[src/bbsram_cfg.svh]
`ifndef BBSRAM_CFG_SVH
`define BBSRAM_CFG_SVH
// ***************************************************************
// widths
// ***************************************************************
`define BBS_ADDR_W        11
`define BBS_DATA_W        8
`define BBS_DATA_RESET    8'h00
`define BBS_ADDR_RESET    11'h000
// ***************************************************************
// timing, ns except power recovery in us, slowest grade; clock period 4 ns
// ***************************************************************
`define BBS_CLK_NS             4
`define BBS_CYCLE_NS           250
`define BBS_ACCESS_NS          250
`define BBS_GATE_FLOAT_NS      50
`define BBS_WRITE_FLOAT_NS     80
`define BBS_WRITE_PULSE_NS     160
`define BBS_DIN_SETUP_NS       100
`define BBS_RECOVERY_NS        10
`define BBS_POWER_REC_US       120
// least times round up
`define BBS_CYCLE_CYC      ((`BBS_CYCLE_NS + `BBS_CLK_NS - 1) / `BBS_CLK_NS)
`define BBS_ACCESS_CYC     ((`BBS_ACCESS_NS + `BBS_CLK_NS - 1) / `BBS_CLK_NS)
`define BBS_FLOAT_CYC      ((`BBS_WRITE_FLOAT_NS + `BBS_CLK_NS - 1) / `BBS_CLK_NS)
`define BBS_GFLOAT_CYC     ((`BBS_GATE_FLOAT_NS + `BBS_CLK_NS - 1) / `BBS_CLK_NS)
`define BBS_PULSE_CYC      ((`BBS_WRITE_PULSE_NS + `BBS_CLK_NS - 1) / `BBS_CLK_NS)
`define BBS_RECOVERY_CYC   ((`BBS_RECOVERY_NS + `BBS_CLK_NS - 1) / `BBS_CLK_NS)
`define BBS_POWER_REC_CYC  ((`BBS_POWER_REC_US * 1000 + `BBS_CLK_NS - 1) / `BBS_CLK_NS)
`endif

[src/bbs_pkg.sv]
package bbs_pkg;
  typedef enum logic [2:0] {
    BBS_IDLE    = 3'b000,
    BBS_RD_WAIT = 3'b001,
    BBS_WR_FLT  = 3'b010,
    BBS_WR_PULS = 3'b011,
    BBS_FLOAT   = 3'b100,
    BBS_RECOVER = 3'b101
  } bbs_state_type;
  typedef enum logic [1:0] {
    BBS_SUPPLY_NORMAL  = 2'b00,
    BBS_SUPPLY_FAIL    = 2'b01,
    BBS_SUPPLY_BATTERY = 2'b10
  } bbs_supply_type;
endpackage

[src/bbs_delay_count.sv]
// ***************************************************************
// loadable down counter, done when zero
// ***************************************************************
module bbs_delay_count #(
  parameter int WIDTH = 16
) (
  input  wire logic             sys_clk, // clock
  input  wire logic             nrst,    // async reset, low
  input  wire logic             load,    // load pulse
  input  wire logic [WIDTH-1:0] value,   // load value
  output logic                  done     // count at zero
);
  logic [WIDTH-1:0] count;

  always_ff @(posedge sys_clk or negedge nrst) begin
    if (!nrst) begin
      count <= '0;
    end else if (load) begin
      count <= value;
    end else if (count != '0) begin
      count <= count - 1'b1;
    end
  end

  assign done = (count == '0);
endmodule

[src/bbs_host.sv]
`include "bbsram_cfg.svh"
module bbs_host
  import bbs_pkg::*;
#(
  parameter int POWER_REC_CYC = `BBS_POWER_REC_CYC
) (
  input  wire logic                   sys_clk,      // 250 MHz clock
  input  wire logic                   nrst,         // async reset, low
  input  wire logic                   reqValid,     // user request
  input  wire logic                   reqWrite,     // 1 write, 0 read
  input  wire logic [`BBS_ADDR_W-1:0] reqAddr,      // user address
  input  wire logic [`BBS_DATA_W-1:0] reqData,      // user write byte
  input  wire logic [1:0]             supplyState,  // bbs_supply_type
  input  wire logic                   failWarn_n,   // power-fail warning, low
  input  wire logic [`BBS_DATA_W-1:0] dataBusIn,    // data_bus sensed
  output logic                        reqReady,     // idle, may take request
  output logic                        rspValid,     // read data pulse
  output logic [`BBS_DATA_W-1:0]      rspData,      // read byte
  output logic                        powerOk,      // accesses allowed
  output logic [`BBS_ADDR_W-1:0]      addrBus,      // addr_bus
  output logic [`BBS_DATA_W-1:0]      dataBusOut,   // data_bus drive value
  output logic                        dataBusOe,    // data_bus drive enable
  output logic                        chipSel_n,    // chip select, low
  output logic                        writeStb_n,   // write strobe, low
  output logic                        outGate_n     // output gate, low
);
  bbs_state_type state;
  logic          isWrite;
  logic          timerLoad;
  logic [15:0]   timerValue;
  logic          timerDone;
  logic          cycLoad;
  logic          cycDone;
  logic          recLoad;
  logic          recDone;
  logic          supplyNormal;
  logic          accept;
  logic          abort;

  // ***************************************************************
  // supply tracking
  // ***************************************************************
  assign supplyNormal = (bbs_supply_type'(supplyState) == BBS_SUPPLY_NORMAL);
  assign abort        = !supplyNormal && state != BBS_IDLE;
  assign recLoad      = !supplyNormal;
  // supply check here too: reqReady is a cycle old when the supply drops
  assign accept       = (state == BBS_IDLE) && reqValid && reqReady && cycDone && supplyNormal;
  assign cycLoad      = accept;

  always_ff @(posedge sys_clk or negedge nrst) begin
    if (!nrst) begin
      powerOk <= 1'b0;
    end else begin
      // warning stops new work early; supply loss stops everything
      powerOk <= supplyNormal && recDone && failWarn_n;
    end
  end

  always_ff @(posedge sys_clk or negedge nrst) begin
    if (!nrst) begin
      reqReady <= 1'b0;
    end else begin
      reqReady <= powerOk && (state == BBS_IDLE) && !accept && supplyNormal;
    end
  end

  // ***************************************************************
  // access sequencer
  // ***************************************************************
  always_comb begin
    timerLoad  = 1'b0;
    timerValue = 16'h0000;
    case (state)
      BBS_IDLE: begin
        if (accept) begin
          timerLoad  = 1'b1;
          timerValue = reqWrite ? 16'(`BBS_FLOAT_CYC) : 16'(`BBS_ACCESS_CYC);
        end
      end
      BBS_WR_FLT: begin
        if (timerDone) begin
          timerLoad  = 1'b1;
          timerValue = 16'(`BBS_PULSE_CYC);
        end
      end
      BBS_RD_WAIT, BBS_WR_PULS: begin
        if (timerDone) begin
          timerLoad  = 1'b1;
          timerValue = 16'(`BBS_GFLOAT_CYC);
        end
      end
      BBS_FLOAT: begin
        if (timerDone) begin
          timerLoad  = 1'b1;
          timerValue = 16'(`BBS_RECOVERY_CYC);
        end
      end
      default: begin
        timerLoad  = 1'b0;
        timerValue = 16'h0000;
      end
    endcase
  end

  always_ff @(posedge sys_clk or negedge nrst) begin
    if (!nrst) begin
      state   <= BBS_IDLE;
      isWrite <= 1'b0;
    end else if (abort) begin
      state <= BBS_FLOAT;
    end else begin
      case (state)
        BBS_IDLE: begin
          if (accept) begin
            isWrite <= reqWrite;
            state   <= reqWrite ? BBS_WR_FLT : BBS_RD_WAIT;
          end
        end
        BBS_RD_WAIT: if (timerDone) state <= BBS_FLOAT;
        BBS_WR_FLT:  if (timerDone) state <= BBS_WR_PULS;
        BBS_WR_PULS: if (timerDone) state <= BBS_FLOAT;
        BBS_FLOAT:   if (timerDone) state <= BBS_RECOVER;
        BBS_RECOVER: if (timerDone) state <= BBS_IDLE;
        default: state <= BBS_IDLE;
      endcase
    end
  end

  // ***************************************************************
  // pins
  // ***************************************************************
  always_ff @(posedge sys_clk or negedge nrst) begin
    if (!nrst) begin
      chipSel_n  <= 1'b1;
      writeStb_n <= 1'b1;
      outGate_n  <= 1'b1;
      addrBus    <= `BBS_ADDR_RESET;
    end else if (abort) begin
      chipSel_n  <= 1'b1;
      writeStb_n <= 1'b1;
      outGate_n  <= 1'b1;
    end else if (accept) begin
      addrBus    <= reqAddr;
      chipSel_n  <= 1'b0;
      writeStb_n <= !reqWrite;
      outGate_n  <= reqWrite;
    end else if (timerDone && (state == BBS_RD_WAIT || state == BBS_WR_PULS)) begin
      chipSel_n  <= 1'b1;
      writeStb_n <= 1'b1;
      outGate_n  <= 1'b1;
    end
  end

  always_ff @(posedge sys_clk or negedge nrst) begin
    if (!nrst) begin
      dataBusOe  <= 1'b0;
      dataBusOut <= `BBS_DATA_RESET;
    end else if (abort) begin
      dataBusOe <= 1'b0;
    end else if (state == BBS_WR_FLT && timerDone) begin
      dataBusOe  <= 1'b1;      // byte was latched at take
    end else if (accept) begin
      dataBusOut <= reqData;
    end else if (state == BBS_FLOAT && timerDone) begin
      dataBusOe <= 1'b0;       // hold past strobe rise
    end
  end

  always_ff @(posedge sys_clk or negedge nrst) begin
    if (!nrst) begin
      rspValid <= 1'b0;
      rspData  <= `BBS_DATA_RESET;
    end else begin
      rspValid <= 1'b0;
      if (state == BBS_RD_WAIT && timerDone && !abort && !isWrite) begin
        rspValid <= 1'b1;
        rspData  <= dataBusIn;
      end
    end
  end

  // ***************************************************************
  // timers
  // ***************************************************************
  bbs_delay_count #(.WIDTH(16)) uStepTimer (
    .sys_clk (sys_clk),
    .nrst    (nrst),
    .load    (timerLoad),
    .value   (timerValue),
    .done    (timerDone)
  );

  bbs_delay_count #(.WIDTH(16)) uCycleTimer (
    .sys_clk (sys_clk),
    .nrst    (nrst),
    .load    (cycLoad),
    .value   (16'(`BBS_CYCLE_CYC)),
    .done    (cycDone)
  );

  // recovery timer; reset clears it, so it loads only while the supply check sees a supply that is not normal
  bbs_delay_count #(.WIDTH(17)) uRecoverTimer (
    .sys_clk (sys_clk),
    .nrst    (nrst),
    .load    (recLoad),
    .value   (17'(POWER_REC_CYC)),
    .done    (recDone)
  );
endmodule

[config.mk]
export PLATFORM = sky130hd
export DESIGN_NAME = bbs_host
export DESIGN_NICKNAME = d
export VERILOG_FILES = /design/src/bbs_pkg.sv /design/src/bbs_delay_count.sv /design/src/bbs_host.sv
export VERILOG_INCLUDE_DIRS = /design/src
export SDC_FILE = /design/constraint.sdc
export NUM_CORES = 1
export LEC_CHECK = 0
export BUFFER_PORTS_ARGS = -buffer_cell sky130_fd_sc_hd__clkbuf_2
export CORE_UTILIZATION = 35
export DETAILED_ROUTE_END_ITERATION = 10
export HOLD_SLACK_MARGIN = 0.12
export PLACE_DENSITY_LB_ADDON = 0.12
export SYNTH_ARGS = -nofsm -noshare
export SYNTH_HDL_FRONTEND = slang
export SYNTH_SLANG_ARGS = --single-unit
[constraint.sdc]
create_clock -name sys_clk -period 4.6 [get_ports sys_clk]
set_input_delay 0.23 -clock sys_clk [delete_from_list [all_inputs] [get_ports sys_clk]]
set_output_delay 0.23 -clock sys_clk [all_outputs]
set_load 0.005 [all_outputs]
# After elaboration in Yosys (flattened, before gate mapping)
# Cells that the tools add are included.
[classes] addsub=3 n_mul=0 n_div=0 n_lt_le_gt_ge=0 n_eq_ne=12 shift=0 muxes=35 bitwise_logic=2 n_reduce_logical=42
[op_table] operator="16-bit two-way mux" n=4
[op_table] operator="16-bit one-hot mux with 4 select lines" n=1
[op_table] operator="17-bit two-way mux" n=2
[op_table] operator="16-bit zero test" n=2
[op_table] operator="16-bit nonzero test" n=2
[op_table] operator="16-bit by 1-bit subtractor with 16-bit output (second input constant)" n=2
[op_table] operator="3-bit two-way mux" n=6
[op_table] operator="6-bit two-way mux" n=3
[op_table] operator="17-bit zero test" n=1
[op_table] operator="17-bit nonzero test" n=1
[op_table] operator="17-bit by 1-bit subtractor with 17-bit output (second input constant)" n=1
[op_table] operator="1-bit logical AND" n=16
[op_table] operator="3-bit one-hot mux with 5 select lines" n=1
[op_table] operator="1-bit two-way mux" n=14
[op_table] operator="3-bit != test (second input constant)" n=4
[op_table] operator="3-bit nonzero test" n=3
[op_table] operator="3-bit by 2-bit equality test with 1-bit output (second input constant)" n=2
[op_table] operator="3-bit equality test (second input constant)" n=2
[op_table] operator="3-bit by 1-bit != test with 1-bit output (second input constant)" n=2
[op_table] operator="3-bit AND reduction" n=2
[op_table] operator="1-bit zero test" n=5
[op_table] operator="5-bit AND reduction" n=1
[op_table] operator="2-bit two-way mux" n=2
[op_table] operator="4-bit two-way mux" n=1
[op_table] operator="11 further kinds" n=14
[totals] ff_bits=87 latchBits=0 mem_bits_rw=0 rom_bits=0 input_bits=34 out_inout_bits=34 word_cells=109 mem_count=0

# Depth between registers and ports, before layout
# Gate-level depths: netlist of the first run.
[depth] word_depth=8 mapped_depth=10 ltp_nobuf=7

# Hierarchy
# A second synthesis of the first run with hierarchy kept.
[unflattened] cells_unflattened=456 hier_area_um2=4762.1
[modules_own_cells] mod="bbs_delay_count (uCycleTimer ...)" instances=2 cells_each=104 area_per_inst_um2=1006.0 seq_area_each_um2=400.4
[modules_own_cells] mod="bbs_host" instances=1 cells_each=139 area_per_inst_um2=1716.6 seq_area_each_um2=954.7
[modules_own_cells] mod="bbs_delay_count (uRecoverTimer)" instances=1 cells_each=109 area_per_inst_um2=1033.5 seq_area_each_um2=425.4

# Worst setup path before layout of the first run
# Ideal clock, no wire load.
[synth_path] path_type="flip-flop to flip-flop" startpoint="register state[2]" endpoint="register uStepTimer.count[5]" setup_time_ns=0.126 arrival_time_ns=2.162 required_ns=4.474 setup_slack_ns=2.312 path_stages_with_launch=8 path_buffers=2 period_less_slack_ns=2.288 cell_sequence="dfrtp_1 > buf_6 > or3_4 > or3_1 > or4_1 > buf_2 > and3_1 > a311o_1"
[synth_between] elab_chain_cells=8 elab_cells_between_ends=17 classes_between="eq/ne: 4; mux: 5; reduce/logical: 8"
[synth_lines] element="from (decl)" line="bbs_host.sv:27" rtl="bbs_state_type state;"
[synth_lines] element="from (signal assigned)" line="bbs_host.sv:116" rtl="state <= reqWrite ? BBS_WR_FLT : BBS_RD_WAIT;"
[synth_lines] element="3-bit zero test" line="bbs_host.sv:47, bbs_host.sv:73"
[synth_lines] element="1-bit logical AND (4 in a row)" line="bbs_host.sv:47" rtl="assign accept = (state == BBS_IDLE) && reqValid && reqReady && cycDone && supplyNormal;"
[synth_lines] element="6-bit two-way mux / 1-bit two-way mux (equally long branches)" line="bbs_host.sv:75" rtl="if (accept) begin"
[synth_lines] element="16-bit one-hot mux with 4 select lines / 1-bit one-hot mux with 2 select lines (equally long branches)" line="bbs_host.sv:73" rtl="case (state)"
[synth_lines] element="16-bit two-way mux / 2-bit nonzero test (equally long branches)"
[synth_lines] element="to (signal assigned)" line="bbs_delay_count.sv:19" rtl="count <= value;"
[synth_lines] element="to (signal assigned)" line="bbs_delay_count.sv:21" rtl="count <= count - 1'b1;"
[synth_lines] element="to (decl)" line="bbs_delay_count.sv:13" rtl="logic [WIDTH-1:0] count;"
# Several ways; a longest one is shown, not always the timed one.
# A chain may end at the register's enable or synchronous reset.

# Worst setup path after layout of the first run
[layout_path] startpoint="register uStepTimer.count[0]" endpoint="register rspData[2]"
[layout_between] elab_chain_cells=4
[layout_lines] element="16-bit zero test" line="bbs_delay_count.sv:25" rtl="assign done = (count == '0);"
[layout_lines] element="1-bit logical AND (3 in a row)" line="bbs_host.sv:175" rtl="if (state == BBS_RD_WAIT && timerDone && !abort && !isWrite) begin"
[layout_lines] element="to (signal assigned)" line="bbs_host.sv:172" rtl="rspData <= `BBS_DATA_RESET;"
[layout_lines] element="to (signal assigned)" line="bbs_host.sv:177" rtl="rspData <= dataBusIn;"
[layout_lines] element="to (decl)" line="bbs_host.sv:18" rtl="output logic [`BBS_DATA_W-1:0] rspData,"
# Every way passes these cells.

==> out/results.ini, run 1 <==
[status]
outcome = finished with violations
violations = DRC

[grt]
grt_pass1_wl_microns = 16600
grt_start_max_net_pins = 46
use_met2_pct = 27.2
antenna_found_initial = 0
track_usage_pct = 16.9
busiest_layer = met2
grt_pass1_vias = 3408
grt-ovfl-total = 0
grtUsageMet1_pct = 21.7
met3_usage_pct = 4.14

[routing]
ant_nets = 0
drtIter0Drc = 177
wirelength_microns = 9600
num_vias = 3382
post_drt_wl_per_cell_microns = 14.1
drc = 6
drt_pass1_iterations = 7
viasPerCell = 4.96

[timing]
rsz0062_at_grt = no
timing.setup.tns_ns = 0
skew_ns = 0.00450
fmax_ghz = 0.300
worst_pin_slew_ns = 1.21
finalCritPeriodShare_pct = 72.5
relSlewSlack_pct = 18.7
hold_violations = 0
finalCriticalPeriod_ns = 3.33
setup_viol = 0
maxSlewViolCount = 0
setup_ws_ns = 1.27

[yosys]
synth_xor_area_share_pct = 7.47
yosysTopAreaCell = dfrtp_1
synth_cell_types = 46
yosys-mux-area-fraction_pct = 2.40
yosys_warnings = 0
ys_top_cells_by_area = dfrtp_1, nand2_1, xor2_1
ys_seq_area_share_pct = 51.7
yosys.area_share.simple_pct = 25.8
synth_edf_count = 0
synth-seq-cells = 87
postSynth.asyncResetShare_pct = 100
synth_cells = 444
synth_area_per_cell_sq_um = 9.51
synth_top_area_share_pct = 49.8
synth_fa_ha_area_share_pct = 1.78
synth_compound_area_share_pct = 7.94
synth_flop_cell = dfrtp_1
postSynthNetCount = 484
synth_top_family_by_area = simple AND/OR/NAND/NOR gates
netlist_area_sq_um = 4220

[clock_tree]
cts_made_buffers = 9
htree_num_levels = 3
post_cts_buffers = 0
clk_pin_slew_ns = 0.06
cts_buffer_depth = 2
cts_sinks = 87
clock_latency_ns = 0.34
root_buffer = clkbuf_16
tritoncts = done

[power]
power_density_nw_per_um2 = 303
p_int_uw = 1250
p_total_uw = 1590
netSwitchingPower_uw = 340
ir_worst_vdd_v = 0.000230
clock_power_share_pct = 45.9
seq_power_share_pct = 49.1
power.share.combinational_pct = 5.0
cellLeakagePower_uw = 0.00264
swShare_pct = 21.4

[cells_and_area]
final_cells = 682
diodes = 0
final_cell_mix = dfrtp_1, nand2_1, clkbuf_2
areaGrowthSynthToFinish_pct = 24.5
drive_gt1_share_pct = 18.9
fin_nets = 574
final_common_cell = dfrtp_1
post-route-util_pct = 45.5

[setup_path]
crit_family = simple AND/OR/NAND/NOR gates
critPathRequiredTime_ns = 4.83
worstPathCellList = inv_1 > ha_1 > nor4b_1 > nand4_1 > nor3_2 > mux2_2
cpMaxStageDelayCell = nand4_1
slowest_delay_ns = 0.80
crit_path_start_kind = flop
arrival_ns = 3.56
cp-end-kind = flop
cp_max_fo = 20
path_class = flop to flop
crit_buf_inv = 1

[floorplan]
die_y_microns = 112
placeableCoreArea_sq_um = 11600
start_util_pct = 36.5
ios = 68
die-area_sq_um = 12500
die_w_microns = 112
rows = 39

[min_path]
hold_path_class = input port to flop

[flow_run]
max_cap_violations = 0

[place]
hpwl_microns = 6470
post-place-cells = 638
detailedPlace.worstSlack_ns = 1.34
gp_congestion = 0.775
port_buffers = 67

==> area by class of cell <==
type | instances | area, sq um
clock buffers | 11 | 243
inverters | 10 | 37.5
clock inverters | 5 | 57.6
well taps | 143 | 179
multi-input cells | 328 | 1920
flip-flops and latches | 87 | 2180
fillers | 1158 | 6310
repair buffers | 98 | 641
==> per-stage QoR <==
stage,area [sq um],hold WS [ns]
floorplan,4220,-0.0656
global placement,4680,0.278
detailed placement,4680,0.281
CTS,5260,0.123
global route,5260,0.144
finish,5260,0.147
==> cells by family after synthesis <==
family	count (synthesis)
AOI/OAI and AO/OA	52
xor gates and xnor gates	36
adders and majority gates	6
buffers and inverters	29
DFF	87
muxes	9
and+or+nand+nor	225
==> worst paths after layout <==
path	start	end	slack (ns)	depth (start not counted)
min in group asynchronous	nrst	uStepTimer.count[11]	0.45	2
min reg2reg	addrBus[2]	addrBus[2]	0.46	2
max in group asynchronous	nrst	writeStb_n	3.19	3
max	uStepTimer.count[0]	rspData[2]	1.27	6
min	failWarn_n	powerOk	0.15	2
max reg2reg	uStepTimer.count[0]	rspData[2]	1.27	6
==> power by group through the flow <==
stage                     logic (uW)  registers (uW)  clock network, uW
final                           80.2             781                730
after CTS                       82.8             781                760
after floorplan                 21.6             795                  0
after detailed placement        63.7             795                  0
after global placement          63.0             795                  0
after global routing            92.0             782                788
==> cells in the mapped netlist (3+ instances only) <==
master,n
dfrtp_1,84
nand2_1,75
nor2_1,53
xor2_1,32
nor3_1,20
nand3_1,17
a21oi_1,14
clkbuf_1,13
o21ai_0,12
nand4_1,11
inv_1,10
nor4_1,10
o211ai_1,10
mux2_2,9
ha_1,6
or3_1,6
buf_2,5
nand2b_1,5
or4_1,5
xnor2_1,4
and2_1,3
dfstp_2,3
nor4b_1,3
o31ai_1,3
==> what timing repair did <==
action	CTS	global route
setup endpoints to repair	0	0
resized for setup	0	0
hold buffers	28	0
hold endpoints to repair	70	0
==> routing by layer <==
layer  up-vias  share of wire, %  wire length, microns
li1       1714                 -                     -
met1      1601                47                  4490
met2        52                48                  4590
met3        15               3.8                   362
met4         0               1.7                   163
met5         -                 0                     0
==> flip-flops by register name, summed over array words and instances (netlist names) <==
signal	count
state	3
chipSel_n	1
reqReady	1
dataBusOe	1
rspValid	1
uCycleTimer.count	16
powerOk	1
isWrite	1
rspData	8
writeStb_n	1
addrBus	11
outGate_n	1
uRecoverTimer.count	17
dataBusOut	8
uStepTimer.count	16
Power figures use the tool's default switching activity.
==> inputs of run 2 (changes only) <==
==> constraint.sdc (replaced) <==
create_clock -name sys_clk -period 3 [get_ports sys_clk]
set_input_delay 0.15 -clock sys_clk [delete_from_list [all_inputs] [get_ports sys_clk]]
set_output_delay 0.15 -clock sys_clk [all_outputs]
set_load 0.005 [all_outputs]
==> out/results.ini, run 2 (same netlist as run 1, synthesis figures left out) <==
[grt]
use_met2_pct = 27.1  ; -0.17 points
grt_pass1_wl_microns = 16800  ; +1.2%
antenna_found_initial = 0  ; unchanged
grt_pass1_vias = 3463  ; +1.6%
busiest_layer = met2
track_usage_pct = 17.0  ; +0.11 points
grt_start_max_net_pins = 68  ; +48%
grt-ovfl-total = 0  ; unchanged
grtUsageMet1_pct = 22.1  ; +0.31 points
met3_usage_pct = 3.05  ; -1.1 points

[floorplan]
die_y_microns = 112  ; unchanged
placeableCoreArea_sq_um = 11600  ; unchanged
die_w_microns = 112  ; unchanged
start_util_pct = 36.5  ; unchanged
ios = 68  ; unchanged
rows = 39  ; unchanged
die-area_sq_um = 12500  ; unchanged

[cells_and_area]
design_area_sq_um = 5370  ; +2.1%
post-route-util_pct = 46.4  ; +0.97 points
regMostFlops = uRecoverTimer.count
areaGrowthSynthToFinish_pct = 27.2
final_common_cell = dfrtp_1
largest_reg_flops = 17  ; unchanged
fillers = 1109  ; -4.2%
drive_gt1_share_pct = 20.5  ; +1.5 points
final_cell_mix = dfrtp_1, nand2_1, clkbuf_2
top_regs = uRecoverTimer.count x17, uCycleTimer.count x16, uStepTimer.count x16
diodes = 0  ; unchanged
fin_nets = 587  ; +2.3%

[clock_tree]
cts_buffer_depth = 2  ; unchanged
tritoncts = done
hold_buffers = 30  ; +7.1%
htree_num_levels = 3  ; unchanged
root_buffer = clkbuf_16
cts_sinks = 87  ; unchanged
ctsResizeCount = 0  ; unchanged
clock_latency_ns = 0.35  ; about the same
cts_made_buffers = 9  ; unchanged
post_cts_buffers = 0  ; unchanged
clk_pin_slew_ns = 0.06  ; about the same

[timing]
relSlewSlack_pct = 43.5  ; +25 points
whs_ns = 0.197  ; +0.0504 ns
finalCritPeriodShare_pct = 80.8  ; +8.3 points
hold_violations = 0  ; unchanged
finalCriticalPeriod_ns = 2.42  ; -0.911 ns
setup_viol = 0  ; unchanged
skew_ns = 0.00525  ; +0.000754 ns
setup_ws_ns = 0.577  ; -0.689 ns
worst_pin_slew_ns = 0.848  ; -0.361 ns
maxSlewViolCount = 0  ; unchanged
fmax_ghz = 0.413  ; +38%
rsz0062_at_grt = no
timing.setup.tns_ns = 0  ; unchanged

[setup_path]
critPathRequiredTime_ns = 3.20  ; -1.63 ns
arrival_ns = 2.62  ; -0.94 ns
cp_max_fo = 9  ; -55%
path_class = flop to flop
cpMaxStageDelayCell = nor4_1
crit_path_start_kind = flop
crit_buf_inv = 0  ; -1
slowest_delay_ns = 0.67  ; -0.13 ns
cp-end-kind = flop
worstPathCellList = nor4_1 > and4_1 > and2_1 > o21bai_1 > nor2_1
crit_family = simple AND/OR/NAND/NOR gates

[min_path]
hold_path_class = input port to flop

[routing]
wirelength_microns = 9660  ; +0.58%
drc = 6  ; unchanged
drtIter0Drc = 159  ; -10%
post_drt_wl_per_cell_microns = 13.9  ; -1.3%
num_vias = 3532  ; +4.4%
ant_nets = 0  ; unchanged
viasPerCell = 5.08  ; +2.5%
drt_pass1_iterations = 7  ; unchanged

[place]
place_area_sq_um = 4760  ; +1.8%
port_buffers = 67  ; unchanged
gp_congestion = 0.797  ; +2.9%
detailedPlace.worstSlack_ns = 0.577  ; -0.762 ns
hpwl_microns = 6600  ; +1.9%

[status]
violations = DRC
outcome = finished with violations

[flow_run]
max_cap_violations = 0  ; unchanged

[power]
ir_worst_vdd_v = 0.000292  ; +27%
power_density_nw_per_um2 = 463  ; +53%
cellLeakagePower_uw = 0.00270  ; +2.1%

## run 2: routing by layer
metal  wire, microns  up-vias
li1                -     1748
met1            4520     1697
met2            4550       68
met3             348       19
met4             237        0
met5               0        -
## run 2: per-stage QoR
step | total power (uW) | instances
floorplan | 1250 | 444
global placement | 1320 | 649
detailed placement | 1320 | 649
CTS | 2520 | 695
global route | 2580 | 695
finish | 2480 | 695
## run 2: worst paths after layout
check,startpoint,end,slack (ns),cells after the start
hold / removal,supplyState[0],uRecoverTimer.count[4],0.20,4
max in group asynchronous,nrst,uRecoverTimer.count[7],1.85,3
setup / recovery,uCycleTimer.count[8],uStepTimer.count[12],0.58,5
setup reg to reg,uCycleTimer.count[8],uStepTimer.count[12],0.58,5
min in group asynchronous,nrst,uStepTimer.count[11],0.46,2
hold reg to reg,dataBusOut[3],dataBusOut[3],0.46,2
## run 2: area by class of cell
type	instances	area [sq um]	share of cell area, %
Clock buffer	12	256	4.78
Clock inverter	4	53.8	1.00
Inverter	10	37.5	0.699
Multi-Input combinational cell	328	1920	35.7
Sequential cell	87	2180	40.6
Tap cell	143	179	3.33
Timing Repair Buffer	111	743	13.8
## run 2: worst min-delay path: cells and delay by family
kind | cells | cell delay, ns
buffers and inverters | 2 | 0.25
and+or+nand+nor | 2 | 0.09
## run 2: power breakdown
group | internal (uW) | leakage, uW | switching [uW] | total [uW]
clock network | 692 | 0.000145 | 467 | 1160
logic | 65.4 | 0.00140 | 60.5 | 126
registers | 1190 | 0.00115 | 10.3 | 1200
total | 1950 | 0.00270 | 538 | 2480
==> inputs of run 3 (changes only) <==
==> constraint.sdc (replaced) <==
create_clock -name sys_clk -period 2.4 [get_ports sys_clk]
set_input_delay 0.12 -clock sys_clk [delete_from_list [all_inputs] [get_ports sys_clk]]
set_output_delay 0.12 -clock sys_clk [all_outputs]
set_load 0.005 [all_outputs]
==> out/results.ini, run 3 (same netlist as run 1, synthesis figures left out) <==
[status]
outcome = finished with violations
violations = DRC

[timing]
relSlewSlack_pct = 61.2  ; +18 points
setup_viol = 0  ; unchanged
finalCritPeriodShare_pct = 94.9  ; +14 points
skew_ns = 0.00455  ; -0.000708 ns
hold_violations = 0  ; unchanged
fmax_ghz = 0.439  ; +6.4%
whs_ns = 0.163  ; -0.0337 ns
timing.setup.tns_ns = 0  ; unchanged
maxSlewViolCount = 0  ; unchanged
finalCriticalPeriod_ns = 2.28  ; -0.146 ns
worst_pin_slew_ns = 0.582  ; -0.265 ns
rsz0062_at_grt = no

[setup_path]
crit_path_start_kind = flop
path_class = flop to flop
cp-end-kind = flop
cpMaxStageDelayCell = or4_1
worstPathCellList = or3_4 > or3_1 > or4_1 > and3_1 > a311o_1
crit_buf_inv = 0  ; unchanged
crit_family = simple AND/OR/NAND/NOR gates
r2r_end = uStepTimer.count[5]
r2r-start = state[1]
ff2ff_path_depth = 5  ; unchanged
arrival_ns = 2.49  ; -0.13 ns
slowest_delay_ns = 0.56  ; -0.11 ns
r2r_slack_ns = 0.12  ; -0.45 ns
crit_path_start = state[1]
cp_max_fo = 4  ; -5
critPathRequiredTime_ns = 2.62  ; -0.58 ns

[routing]
ant_nets = 0  ; unchanged
drt_pass1_iterations = 9  ; +2
num_vias = 3519  ; -0.37%
drc = 6  ; unchanged
drtIter0Drc = 199  ; +25%
wirelength_microns = 9890  ; +2.4%
viasPerCell = 4.96  ; -2.3%
post_drt_wl_per_cell_microns = 13.9  ; +0.36%

[clock_tree]
root_buffer = clkbuf_16
cts_sinks = 87  ; unchanged
post_cts_buffers = 0  ; unchanged
clk_pin_slew_ns = 0.06  ; about the same
tritoncts = done
cts_buffer_depth = 2  ; unchanged
clock_latency_ns = 0.34  ; about the same
cts_made_buffers = 9  ; unchanged
htree_num_levels = 3  ; unchanged

[grt]
grt-ovfl-total = 0  ; unchanged
grt_pass1_wl_microns = 17200  ; +2.7%
antenna_found_initial = 0  ; unchanged
track_usage_pct = 17.3  ; +0.31 points
grt_start_max_net_pins = 46  ; -32%
grt_pass1_vias = 3463  ; unchanged

[cells_and_area]
final_common_cell = dfrtp_1
final_cell_mix = dfrtp_1, nand2_1, clkbuf_2
drive_gt1_share_pct = 22.8  ; +2.3 points
regMostFlops = uRecoverTimer.count
diodes = 0  ; unchanged
top_regs = uRecoverTimer.count x17, uCycleTimer.count x16, uStepTimer.count x16
areaGrowthSynthToFinish_pct = 30.4
fin_nets = 601  ; +2.4%
post-route-util_pct = 47.6  ; +1.2 points
largest_reg_flops = 17  ; unchanged

[power]
swShare_pct = 21.3  ; -0.36 points
power.share.combinational_pct = 5.1  ; about the same
clock_power_share_pct = 47.4  ; +0.7 points
netSwitchingPower_uw = 672  ; +25%
power_density_nw_per_um2 = 573  ; +24%
seq_power_share_pct = 47.5  ; -0.7 points
p_int_uw = 2480  ; +28%
ir_worst_vdd_v = 0.000303  ; +3.7%
cellLeakagePower_uw = 0.00278  ; +2.9%

[place]
gp_congestion = 0.765  ; -4.1%
hpwl_microns = 6860  ; +3.9%
port_buffers = 67  ; unchanged

[floorplan]
die-area_sq_um = 12500  ; unchanged
die_w_microns = 112  ; unchanged
ios = 68  ; unchanged
die_y_microns = 112  ; unchanged
placeableCoreArea_sq_um = 11600  ; unchanged
rows = 39  ; unchanged
start_util_pct = 36.5  ; unchanged

[min_path]
hold_start = supplyState[0]
hold_path_class = input port to flop
whs_path_depth = 4  ; unchanged
hold_path_end = uRecoverTimer.count[14]

[flow_run]
max_cap_violations = 0  ; unchanged

[run 3: cell count changes in the layout (fill, tap and decap cells not counted), sizes merged]
cell | before | now
buf | 15 | 29
bufinv | 1 | 2
clkbuf | 78 | 75
clkinvlp | 2 | 3
inv | 10 | 11
[run 3: cell type report]
cell class / count / area (sq um)
Clock inverter: 7 / 96.3
Inverter: 10 / 37.5
Fill cell: 1106 / 6060
Clock buffer: 9 / 225
Tap cell: 143 / 179
Timing Repair Buffer: 125 / 861
Multi-Input combinational cell: 328 / 1920
Sequential cell: 87 / 2180
[run 3: repair_timing]
item                                   in CTS  in global routing
gates resized for setup                     0                  1
endpoints found under the hold margin      73                  0
hold buffers                               30                  0
setup endpoints to repair                   0                 27
[run 3: per-layer routing]
metal,track usage [%],vias to the layer above,routed length (microns)
met5,0,-,0
met2,27.9,60,4740
met1,23.0,1675,4660
met3,3.86,9,366
met4,5.68,0,121
li1,-,1775,-
[run 3: worst max path at each step]
stage | end | depth (start not counted)
after global placement | uStepTimer.count[5] | 5
after detailed placement | uStepTimer.count[5] | 5
after floorplan | uStepTimer.count[5] | 7
after CTS | uStepTimer.count[5] | 5
final | uStepTimer.count[5] | 5
after global routing | uStepTimer.count[5] | 5
[run 3: stage by stage]
step | setup WS (ns) | std cells | power (uW) | cell area [sq um]
final | 0.124 | 709 | 3150 | 5500
after global routing | 0.0396 | 709 | 3280 | 5500
after CTS | 0.119 | 709 | 3210 | 5500
after detailed placement | 0.131 | 663 | 1650 | 4880
after global placement | 0.190 | 663 | 1650 | 4880
after floorplan | 0.112 | 444 | 1560 | 4220
[run 3: worst register-to-register path, cell delays in order, from the launching register on]
cell	delay [ns]
dfrtp_1	0.38
or3_4	0.39
or3_1	0.37
or4_1	0.56
and3_1	0.19
a311o_1	0.27
[run 3: power groups by stage]
| stage | logic (uW) | clock network (uW) | registers, uW |
|---|---|---|---|
| global placement | 125 | 0 | 1520 |
| floorplan | 41.5 | 0 | 1520 |
| finish | 162 | 1490 | 1500 |
| CTS | 165 | 1550 | 1500 |
| detailed placement | 127 | 0 | 1520 |
| global route | 183 | 1600 | 1500 |
